### config.mk
export PLATFORM = sky130hd
export DESIGN_NAME = adc_sample_convert_control
export DESIGN_NICKNAME = d
export VERILOG_FILES = /design/src/logic/adc_ctl_pkg.sv /design/src/logic/channel_sequencer.sv /design/src/logic/adc_sample_convert_control.sv
export SDC_FILE = /design/constraint.sdc
export NUM_CORES = 1
export LEC_CHECK = 0
export BUFFER_PORTS_ARGS = -buffer_cell sky130_fd_sc_hd__buf_2
export CORE_ASPECT_RATIO = 1.75
export CORE_MARGIN = 4
export CORE_UTILIZATION = 50
export DETAILED_ROUTE_END_ITERATION = 8
export PLACE_DENSITY = 0.73
export SLEW_MARGIN = 20
export SYNTH_ARGS = -nofsm -noshare
export SYNTH_HDL_FRONTEND = slang
export SYNTH_SLANG_ARGS = --single-unit
### constraint.sdc
create_clock -name clk -period 4.2 [get_ports clk]
set_input_delay 0.84 -clock clk [delete_from_list [all_inputs] [get_ports clk]]
set_output_delay 0.84 -clock clk [all_outputs]
set_load 0.01 [all_outputs]
### src/logic/adc_ctl_pkg.sv
// Constants for the sample and conversion sequencing control block
package adc_ctl_pkg;
   localparam int REG_ADDR_WIDTH = 4;
   localparam logic [3:0] CONTROL_ONE_OFFSET = 4'h0;
   localparam logic [3:0] CONFIG_OFFSET = 4'h1;
   localparam logic [3:0] STATUS_OFFSET = 4'h2;
   localparam int DONE_BIT = 0;
   localparam int SAMPLE_ENABLE_BIT = 1;
   localparam int AUTO_START_BIT = 2;
   localparam int SIMULTANEOUS_BIT = 3;
   localparam int CHANNEL_COUNT_LSB = 0;
   localparam int TWELVE_BIT_POS = 2;
   localparam int TRIGGER_SOURCE_LSB = 3;
   localparam logic [15:0] CONTROL_ONE_RESET = 16'h0000;
   localparam logic [15:0] CONFIG_RESET = 16'h0000;
   localparam logic [2:0] TRIGGER_SOFTWARE = 3'h0;
   localparam logic [1:0] CHANNELS_ONE = 2'h0;
   localparam logic [1:0] CHANNELS_TWO = 2'h1;
   localparam int CONVERT_CYCLES = 14;
   localparam int NUM_CHANNELS = 4;
   typedef enum logic [1:0] {
      IDLE = 2'b00,
      SAMPLING = 2'b01,
      CONVERTING = 2'b10
   } phase_type;
endpackage

### src/logic/channel_sequencer.sv
// Picks which channels are converted and in which order for one conversion cycle
`timescale 1ns/100ps
module channel_sequencer #(
   parameter int CHANNELS = adc_ctl_pkg::NUM_CHANNELS
) (
   input wire logic clk,
   input wire logic rst_n,
   input wire logic clk_en,
   input wire logic load,
   input wire logic advance,
   input wire logic simultaneous,
   input wire logic [1:0] channel_count,
   output logic [CHANNELS-1:0] channel_mask,
   output logic last
);
   logic [CHANNELS-1:0] pending;
   logic [CHANNELS-1:0] first_group;

   function automatic logic [CHANNELS-1:0] enabled_of(input logic [1:0] cnt);
      logic [CHANNELS-1:0] m;
      m = '0;
      m[0] = 1'b1;
      if (cnt == adc_ctl_pkg::CHANNELS_TWO) begin
         m[1] = 1'b1;
      end else if (cnt[1]) begin
         m = '1;
      end
      return m;
   endfunction

   // Simultaneous takes every enabled channel at once; else lowest first
   always_comb begin
      first_group = '0;
      if (simultaneous && channel_count != adc_ctl_pkg::CHANNELS_ONE) begin
         first_group = enabled_of(channel_count);
      end else begin
         first_group[0] = 1'b1;
      end
   end

   always_ff @(posedge clk or negedge rst_n) begin
      if (!rst_n) begin
         pending <= '0;
         channel_mask <= '0;
         last <= 1'b0;
      end else if (clk_en) begin
         if (load) begin
            pending <= enabled_of(channel_count) & ~first_group;
            channel_mask <= first_group;
            last <= (enabled_of(channel_count) & ~first_group) == '0;
         end else if (advance && !last) begin
            // One channel per step in sequential mode
            channel_mask <= channel_mask << 1;
            pending <= pending & ~(channel_mask << 1);
            last <= (pending & ~(channel_mask << 1)) == '0;
         end
      end
   end
endmodule // channel_sequencer

### src/logic/adc_sample_convert_control.sv
// Sampling and conversion sequencing with the first control register
`timescale 1ns/100ps
// How it works
// - Simultaneous select only acts when channel count is 01 or 1x.
// - In twelve-bit mode simultaneous select ignores writes and reads zero.
// - Simultaneous: channels 0-3 together for 1x, 0 and 1 for 01.
// - Without simultaneous select, enabled channels convert one at a time.
// - Auto-start sets sample enable right after a conversion ends.
// - Without auto-start, only a software write of 1 begins sampling.
// - Sample enable reads 1 while sampling, 0 while holding.
// - With software trigger, writing 0 to sample enable starts conversion.
// - With hardware trigger, the trigger clears sample enable and converts.
// - Done flag sets when a conversion cycle completes, else reads 0.
// - Software may clear done but never set it.
// - Clearing done leaves sampling and conversion untouched.
// - Done clears automatically when a new conversion begins.
module adc_sample_convert_control #(
   parameter int CONVERT_CYCLES = adc_ctl_pkg::CONVERT_CYCLES,
   parameter int CHANNELS = adc_ctl_pkg::NUM_CHANNELS
) (
   input wire logic clk,
   input wire logic rst_n,
   input wire logic clk_en,
   input wire logic [adc_ctl_pkg::REG_ADDR_WIDTH-1:0] address,
   input wire logic [15:0] write_data,
   input wire logic write_strobe,
   input wire logic read_strobe,
   output logic [15:0] read_data,
   input wire logic conversion_trigger,
   output logic sample_hold_sampling,
   output logic converter_start,
   output logic [CHANNELS-1:0] converter_channels
);
   localparam logic [7:0] CONVERT_LAST = 8'(CONVERT_CYCLES - 1);

   logic rst_sync1;
   logic rst_sync2;
   logic simultaneous_sample_select;
   logic auto_sample_start;
   logic sample_enable;
   logic done;
   logic [1:0] channel_count_select;
   logic twelve_bit_mode;
   logic [2:0] conversion_trigger_source;
   adc_ctl_pkg::phase_type phase;
   logic [7:0] convert_count;
   logic trigger_seen;
   logic seq_load;
   logic seq_advance;
   logic seq_last;
   logic [CHANNELS-1:0] seq_mask;
   logic write_ctl;
   logic write_cfg;
   logic sw_end_sample;
   logic hw_end_sample;
   logic start_convert;
   logic convert_step_end;
   logic cycle_complete;
   logic step_begin;
   logic [15:0] next_read_data;

   always_ff @(posedge clk or negedge rst_n) begin
      if (!rst_n) begin
         rst_sync1 <= 1'b0;
         rst_sync2 <= 1'b0;
      end else begin
         rst_sync1 <= 1'b1;
         rst_sync2 <= rst_sync1;
      end
   end

   assign write_ctl = write_strobe && address == adc_ctl_pkg::CONTROL_ONE_OFFSET;
   assign write_cfg = write_strobe && address == adc_ctl_pkg::CONFIG_OFFSET;

   // Software end of sampling only counts in software-trigger mode
   assign sw_end_sample = write_ctl && !write_data[adc_ctl_pkg::SAMPLE_ENABLE_BIT]
      && sample_enable
      && conversion_trigger_source == adc_ctl_pkg::TRIGGER_SOFTWARE;
   assign hw_end_sample = trigger_seen && sample_enable
      && conversion_trigger_source != adc_ctl_pkg::TRIGGER_SOFTWARE;
   assign start_convert = phase == adc_ctl_pkg::SAMPLING && (sw_end_sample || hw_end_sample);
   assign convert_step_end = phase == adc_ctl_pkg::CONVERTING && convert_count == CONVERT_LAST;
   assign cycle_complete = convert_step_end && seq_last;
   assign seq_load = start_convert;
   assign seq_advance = convert_step_end;

   // Trigger pulse registered, acted on the following cycle
   always_ff @(posedge clk or negedge rst_sync2) begin
      if (!rst_sync2) begin
         trigger_seen <= 1'b0;
      end else if (clk_en) begin
         trigger_seen <= conversion_trigger;
      end
   end

   always_ff @(posedge clk or negedge rst_sync2) begin
      if (!rst_sync2) begin
         channel_count_select <= adc_ctl_pkg::CONFIG_RESET[1:0];
         twelve_bit_mode <= 1'b0;
         conversion_trigger_source <= 3'h0;
      end else if (clk_en && write_cfg) begin
         channel_count_select <= write_data[adc_ctl_pkg::CHANNEL_COUNT_LSB +: 2];
         twelve_bit_mode <= write_data[adc_ctl_pkg::TWELVE_BIT_POS];
         conversion_trigger_source <= write_data[adc_ctl_pkg::TRIGGER_SOURCE_LSB +: 3];
      end
   end

   always_ff @(posedge clk or negedge rst_sync2) begin
      if (!rst_sync2) begin
         simultaneous_sample_select <= 1'b0;
         auto_sample_start <= 1'b0;
      end else if (clk_en) begin
         if (write_ctl) begin
            auto_sample_start <= write_data[adc_ctl_pkg::AUTO_START_BIT];
            // Bit does not exist in twelve-bit mode
            simultaneous_sample_select <= !twelve_bit_mode
               && write_data[adc_ctl_pkg::SIMULTANEOUS_BIT];
         end else if (write_cfg && write_data[adc_ctl_pkg::TWELVE_BIT_POS]) begin
            simultaneous_sample_select <= 1'b0;
         end
      end
   end

   // Sample enable mirrors the front end: 1 sampling, 0 holding
   always_ff @(posedge clk or negedge rst_sync2) begin
      if (!rst_sync2) begin
         sample_enable <= 1'b0;
         phase <= adc_ctl_pkg::IDLE;
      end else if (clk_en) begin
         case (phase)
            adc_ctl_pkg::IDLE: begin
               if (auto_sample_start) begin
                  sample_enable <= 1'b1;
                  phase <= adc_ctl_pkg::SAMPLING;
               end else if (write_ctl && write_data[adc_ctl_pkg::SAMPLE_ENABLE_BIT]) begin
                  sample_enable <= 1'b1;
                  phase <= adc_ctl_pkg::SAMPLING;
               end
            end
            adc_ctl_pkg::SAMPLING: begin
               if (start_convert) begin
                  sample_enable <= 1'b0;
                  phase <= adc_ctl_pkg::CONVERTING;
               end
            end
            adc_ctl_pkg::CONVERTING: begin
               if (cycle_complete) begin
                  if (auto_sample_start) begin
                     sample_enable <= 1'b1;
                     phase <= adc_ctl_pkg::SAMPLING;
                  end else begin
                     phase <= adc_ctl_pkg::IDLE;
                  end
               end
            end
            default: begin
               sample_enable <= 1'b0;
               phase <= adc_ctl_pkg::IDLE;
            end
         endcase
      end
   end

   always_ff @(posedge clk or negedge rst_sync2) begin
      if (!rst_sync2) begin
         convert_count <= 8'h00;
      end else if (clk_en) begin
         if (start_convert || convert_step_end) begin
            convert_count <= 8'h00;
         end else if (phase == adc_ctl_pkg::CONVERTING) begin
            convert_count <= convert_count + 8'h01;
         end
      end
   end

   // Hardware set wins over a simultaneous software clear
   always_ff @(posedge clk or negedge rst_sync2) begin
      if (!rst_sync2) begin
         done <= 1'b0;
      end else if (clk_en) begin
         if (cycle_complete) begin
            done <= 1'b1;
         end else if (start_convert) begin
            done <= 1'b0;
         end else if (write_ctl && !write_data[adc_ctl_pkg::DONE_BIT]) begin
            done <= 1'b0;
         end
      end
   end

   channel_sequencer #(
      .CHANNELS(CHANNELS)
   ) sequencer (
      .clk(clk),
      .rst_n(rst_sync2),
      .clk_en(clk_en),
      .load(seq_load),
      .advance(seq_advance),
      .simultaneous(simultaneous_sample_select),
      .channel_count(channel_count_select),
      .channel_mask(seq_mask),
      .last(seq_last)
   );

   always_ff @(posedge clk or negedge rst_sync2) begin
      if (!rst_sync2) begin
         sample_hold_sampling <= 1'b0;
         step_begin <= 1'b0;
         converter_start <= 1'b0;
         converter_channels <= '0;
      end else if (clk_en) begin
         sample_hold_sampling <= sample_enable;
         // Start waits a cycle so the new channel mask stands beside it
         step_begin <= start_convert || (convert_step_end && !seq_last);
         converter_start <= step_begin;
         converter_channels <= (phase == adc_ctl_pkg::CONVERTING) ? seq_mask : '0;
      end
   end

   always_comb begin
      next_read_data = 16'h0000;
      if (address == adc_ctl_pkg::CONTROL_ONE_OFFSET) begin
         next_read_data[adc_ctl_pkg::SIMULTANEOUS_BIT] = simultaneous_sample_select
            && !twelve_bit_mode;
         next_read_data[adc_ctl_pkg::AUTO_START_BIT] = auto_sample_start;
         next_read_data[adc_ctl_pkg::SAMPLE_ENABLE_BIT] = sample_enable;
         next_read_data[adc_ctl_pkg::DONE_BIT] = done;
      end else if (address == adc_ctl_pkg::CONFIG_OFFSET) begin
         next_read_data[adc_ctl_pkg::CHANNEL_COUNT_LSB +: 2] = channel_count_select;
         next_read_data[adc_ctl_pkg::TWELVE_BIT_POS] = twelve_bit_mode;
         next_read_data[adc_ctl_pkg::TRIGGER_SOURCE_LSB +: 3] = conversion_trigger_source;
      end else if (address == adc_ctl_pkg::STATUS_OFFSET) begin
         next_read_data[1:0] = phase;
         next_read_data[4 +: CHANNELS] = seq_mask;
      end
   end

   // Read data stand only in the cycle after the strobe
   always_ff @(posedge clk or negedge rst_sync2) begin
      if (!rst_sync2) begin
         read_data <= 16'h0000;
      end else if (clk_en) begin
         read_data <= read_strobe ? next_read_data : 16'h0000;
      end
   end
endmodule // adc_sample_convert_control

* Word level (Yosys, flattened, before mapping)
Cells that the tools add are included.
** Word-level totals
- Bits in registers :: 55
- Input bits :: 26
- Output and inout bits :: 22
** Cells by class
- Add/subtract/negate cells :: 1
- Bitwise gates (word level) :: 4
- Equal/unequal tests :: 10
- Muxes and demuxes :: 47
- Reductions and logical operators :: 43
** Operators with widths (count)
- 4-bit two-way mux :: 9
- 2-bit two-way mux :: 12
- 8-bit two-way mux :: 3
- 1-bit two-way mux :: 20
- 1-bit logical AND :: 18
- 4-bit logical NOT :: 3
- 2-bit AND reduction :: 5
- 8-bit by 1-bit adder with 8-bit output (second input constant) :: 1
- 4-bit bitwise AND :: 2
- 8-bit by 4-bit equality test with 1-bit output (second input constant) :: 1
- 4-bit inverter :: 2
- 2-bit nonzero test :: 4
- 2-bit != test (second input constant) :: 3
- 2-bit one-hot mux with 3 select lines :: 1
- 3-bit nonzero test :: 2
- 5-bit AND reduction :: 1
- 2-bit by 1-bit equality test with 1-bit output (second input constant) :: 2
- 4-bit by 1-bit equality test with 1-bit output (second input constant) :: 1
- 4-bit by 2-bit equality test with 1-bit output (second input constant) :: 1
- 1-bit logical NOT :: 4
- 4-bit AND reduction :: 1
- 3-bit logical NOT :: 1
- 1-bit logical OR :: 3
- 3-bit two-way mux :: 1
- other kinds (4) :: 4

* Longest topological paths before layout
- Depth after elaboration :: 12
- Gate-level depth with buffers :: 7
- Mapped depth without buffers :: 6

* Cells and area by module
From an unflattened synthesis, not the netlist that was laid out.
** Unflattened totals
- Cell total of the unflattened synthesis :: 240
- Area total of the unflattened synthesis :: 2431.1 µm²
** By module, submodules not included
- adc_sample_convert_control :: cells an instance 199, times used 1, area an instance 1996.9 µm²
- channel_sequencer :: cells an instance 41, times used 1, area an instance 434.2 µm²

* Worst setup path before layout
OpenSTA, ideal clock, no wires.
- Path kind :: input-to-reg
- From :: input address[0] (netlist bit)
- To :: register sequencer.last
- Required time :: 4069 ps
- Stages :: 5
- Buffers on the path :: 1
- Setup time :: 131 ps
- Setup slack :: 1613 ps
- Arrival time :: 2456 ps
- Cells stage by stage :: buf_6 -> or4_4 -> or4_4 -> a2111oi_4 -> o21ai_0
** On the way
- Word-level cells in the longest chain between the ends :: 9
- Elaborated cells on any way between the ends :: 10
** RTL lines
- start: declaration :: line adc_sample_convert_control.sv:24 : input wire logic [adc_ctl_pkg::REG_ADDR_WIDTH-1:0] address,
- 4-bit logical NOT * :: line adc_sample_convert_control.sv:72 : assign write_ctl = write_strobe && address == adc_ctl_pkg::CONTROL_ONE_OFFSET;
- 1-bit logical AND * :: line adc_sample_convert_control.sv:72
- 1-bit logical AND * :: line adc_sample_convert_control.sv:76 : assign sw_end_sample = write_ctl && !write_data[adc_ctl_pkg::SAMPLE_ENABLE_BIT]
- 1-bit logical AND * :: line adc_sample_convert_control.sv:77 : && sample_enable
- 1-bit logical AND * :: line adc_sample_convert_control.sv:78 : && conversion_trigger_source == adc_ctl_pkg::TRIGGER_SOFTWARE;
- 1-bit logical OR * :: line adc_sample_convert_control.sv:81 : assign start_convert = phase == adc_ctl_pkg::SAMPLING && (sw_end_sample || hw_end_sample);
- 1-bit logical AND * :: line adc_sample_convert_control.sv:81
- 2-bit nonzero test (no source line)
- 2-bit AND reduction (no source line)
- end signal: assignment :: line channel_sequencer.sv:45 : last <= 1'b0;
- end signal: assignment :: line channel_sequencer.sv:50 : last <= (enabled_of(channel_count) & ~first_group) == '0;
- end signal: assignment :: line channel_sequencer.sv:55 : last <= (pending & ~(channel_mask << 1)) == '0;
- end: declaration :: line channel_sequencer.sv:14 : output logic last
Every way passes the cells marked *; elsewhere a longest branch is shown, timed or not.
A chain may end at the register's enable or synchronous reset.

* Worst setup path in the final report
- From :: input address[3] (netlist bit)
- To :: register sequencer.channel_mask[1]
** On the way
- Word-level cells in the longest chain between the ends :: 9
- Elaborated cells on any way between the ends :: 10
** RTL lines
- 4-bit logical NOT * :: line adc_sample_convert_control.sv:72
- 1-bit logical AND * :: line adc_sample_convert_control.sv:72
- 1-bit logical AND * :: line adc_sample_convert_control.sv:76
- 1-bit logical AND * :: line adc_sample_convert_control.sv:77
- 1-bit logical AND * :: line adc_sample_convert_control.sv:78
- 1-bit logical OR * :: line adc_sample_convert_control.sv:81
- 1-bit logical AND * :: line adc_sample_convert_control.sv:81
- 2-bit nonzero test (no source line)
- 2-bit AND reduction (no source line)
- end signal: assignment :: line channel_sequencer.sv:49 : channel_mask <= first_group;
- end signal: assignment :: line channel_sequencer.sv:53 : channel_mask <= channel_mask << 1;
- end: declaration :: line channel_sequencer.sv:13 : output logic [CHANNELS-1:0] channel_mask,
Marks and branches as above.

==> metrics.md <==
| Metric | Value |
|---|---|
| Post-CTS Setup Repair Bufs | 0 |
| Vias | between 1,500 and 2,000 |
| Layout Nets | 285 |
| HP Class | in2async |
| Multiplexer share of the synthesized area | 5.80% |
| Clk_skew | 0.00465 ns |
| Drt first-iter violations | 69 |
| F_max | 0.383 GHz |
| Initial antenna violation count | 0 |
| Kind of critical path | in2reg |
| Mapped Area | 2440 sq um |
| CTS tree | yes |
| RSZ-0062 raised after global routing | false |
| Post-synth EDFFs | 0 |
| Cell breakdown of the critical path | buf_2 > or4_4 > or4_4 > a31oi_1 > o221ai_1 |
| Fin. max-slew vios | 0 |
| Clock Latency Late Sink | roughly 0.30 ns |
| Global-route wire length before repair | between 9000 and 10,000 microns |
| Vias per cell | 6.24 |
| I/O Buffers | 29 |
| Largest family of logic cells by synthesized area | compound AO/OA/AOI/OAI gates |
| TritonCTS Buffers | 5 |
| Hold Fails Final Rpt | 0 |
| Post-Synth XOR/XNOR Area | 0% |
| Synth unique cells | 55 |
| Status | finished, final reports clean |
| Slew headroom | 35.4% |
| Average instance area after synthesis | 10.4 sq um |
| Crit-path max FO | 6 |
| Non-filler cells in the finished layout | 310 |
| #FFs+latches synth | 46 |
| CTS resizes | 0 |
| RR Startpoint | convert_count[1] |
| Setup crit start kind | input port |
| R2R depth | 6 |
| Area Overhead vs Synth | 9.14% |
| Leak | around 1.2 nW |
| Max Root-Sink Buffers | 2 |
| Final GP Congestion | ~0.8 |
| CORE AREA | 4710 sq um |
| Die H | about 100 microns |
| Fin crit share | 62.2% |
| Synth Area in Simple Gates | 16.8% |
| Crit end category | flop |
| Fillers | 446 |
| Post-synth ARST share | 100% |
| Min Hold Slack | around 0.31 ns |
| Cell Pwr Density | between 400 and 500 nW/um^2 |
| CTS root buf | clkbuf_8 |
| Total Neg Setup Slack | 0 ns |
| # IOs | 48 |
| Wire per inst | 18.7 microns |
| Slowest CP cell | or4_4 |
| Drc violations | 0 |
| CTS Hold Bufs | 0 |
| Biggest cell delay along the critical path | 0.59 ns |
| Final instance area | ~2700 sq um |
| Final setup viols | 0 |
| Final WL | ~5800 microns |
| Compound-cell area share of the yosys netlist | 22.3% |
| Number of diodes | 0 |
| Die Area | 6100 sq um |
| Required @ worst endpoint | ~4.4 ns |
| Post-layout util | around 57% |
| Slew @ Worst Pin | 0.970 ns |
| Vias in the first global route | 2,000 |
| Final setup margin | 1.59 ns |
| Worst flop-to-flop path endpoint | sequencer.channel_mask[1] |
| Register area share after synthesis | 47.2% |
| Worst EP arrival | 2.77 ns |
| Pin count of the biggest net entering global routing | 45 |
| Number of synthesis warnings | 0 |
| Most frequent cells in the layout | 45 x dfrtp_1, 29 x buf_2, 15 x nand2_1, 14 x o21ai_0, 10 x inv_1 |
| Final ANT Viol Nets | 0 |
| Pre-CTS setup slack | 1.31 ns |
| Post-detailed-placement half-perimeter wirelength | 4220 microns |
| Std-Cell Rows | 33 |
| Die width | 60.8 microns |
| Total power | 1.30 mW |
| Layout cell share with drive strength beyond 1 | 22.5% |
| Detailed Routing Iterations Pass 1 | 4 |
| Clock Pin Slew Worst Setup and Hold Paths | 0.08 ns |
| Tmin final | 2.61 ns |
| Max Cap Viol | 0 |
| Starting Density | between 50% and 60% |
| R2r setup slk | roughly 1.7 ns |
| Clock Sinks | 46 |
| Total gr overflow | 0 |
| Placed Cells incl. Taps | 302 |
| Synth Instances | 234 |
| Synth Area in Adders | 1.03% |
| H-tree levels | 2 |
| Crit path top cell by count | or4_4 |
| Placed cell area | about 2600 sq um |
| Gr usage total | a little over a fifth |
| Main flop type after synthesis | dfrtp_1 |
| Worst vdd ir | 0.272 mV |
| Commonest non-fill, non-tap cell in the layout | dfrtp_1 |
sequential cells by signal, indices dropped and copies added, names as in the netlist, 2 cells and up:
name and flops:
phase 2, sequencer.pending 3, read_data 8, convert_count 8, conversion_trigger_source 3, converter_channels 4
sequencer.channel_mask 4, channel_count_select 2
cell type report:
type / instances / area [sq um] / share of cell area [%]
Clock buffer: 7 / 86.3 / 3.25
Inverter: 10 / 37.5 / 1.41
Tap cell: 52 / 65.1 / 2.45
Multi-Input combinational cell: 163 / 1150 / 43.4
Sequential cell: 46 / 1150 / 43.3
Clock inverter: 1 / 5.00 / 0.188
Timing Repair Buffer: 31 / 160 / 6.02
synth_stat cells, drive strengths merged (3+ instances only):
| cell | count | area share [%] |
|---|---|---|
| dfrtp | 46 | 47 |
| nand2 | 15 | 2.3 |
| o21ai | 14 | 2.9 |
| clkbuf | 12 | 1.8 |
| buf | 10 | 3.1 |
| inv | 10 | 1.5 |
| mux2 | 9 | 4.2 |
| o2bb2ai | 9 | 3.2 |
| nand3 | 8 | 1.6 |
| nor3 | 8 | 1.6 |
| a21o | 6 | 1.8 |
| nor4 | 6 | 1.5 |
| a211o | 5 | 1.8 |
| a31oi | 5 | 1.3 |
| nand2b | 5 | 1.3 |
| a211oi | 4 | 1.2 |
| a22oi | 4 | 1.2 |
| mux2i | 4 | 1.6 |
| nor2 | 4 | 0.62 |
| or4 | 4 | 1.7 |
| a2111oi | 3 | 1.8 |
| a21oi | 3 | 0.62 |
| nand4 | 3 | 0.77 |
metal layers:
metal	track usage, %	routed length, microns	vias up
li1	-	-	904
met1	23.5	2120	971
met2	38.3	3320	50
met3	2.96	208	10
met4	8.68	146	0
met5	0	0	-
worst max-delay path: cells and delay by family:
| family | cells | cell delay (ns) |
|---|---|---|
| and+or+nand+nor | 2 | 1.13 |
| buffers and inverters | 1 | 0.12 |
| AOI/OAI and AO/OA | 2 | 0.68 |
report_power, final:
part | internal (mW) | leakage [nW] | switching (mW)
registers | 0.536 | 0.566 | 0.122
logic | 0.168 | 0.586 | 0.198
clock network | 0.133 | 0.0482 | 0.148
worst max-delay path by stage:
stage / startpoint / to / slack, ns / cells past startpoint
after floorplan: address[0] / sequencer.last / 1.61 / 5
after global placement: address[3] / sequencer.channel_mask[1] / 1.34 / 5
after detailed placement: address[3] / sequencer.channel_mask[1] / 1.31 / 5
final: address[3] / sequencer.channel_mask[1] / 1.59 / 5
after CTS: address[3] / sequencer.channel_mask[1] / 1.63 / 5
after global routing: address[3] / convert_count[4] / 1.55 / 6
kinds of logic (layout without fill, tap and decap cells):
family,after synthesis,after routing
and+or+nand+nor,70,70
adders and majority gates,2,2
DFF,46,46
buffers and inverters,32,49
muxes,13,13
other,2,9
AOI/OAI and AO/OA,69,69
No activity file was read; power rests on OpenSTA's default activity.
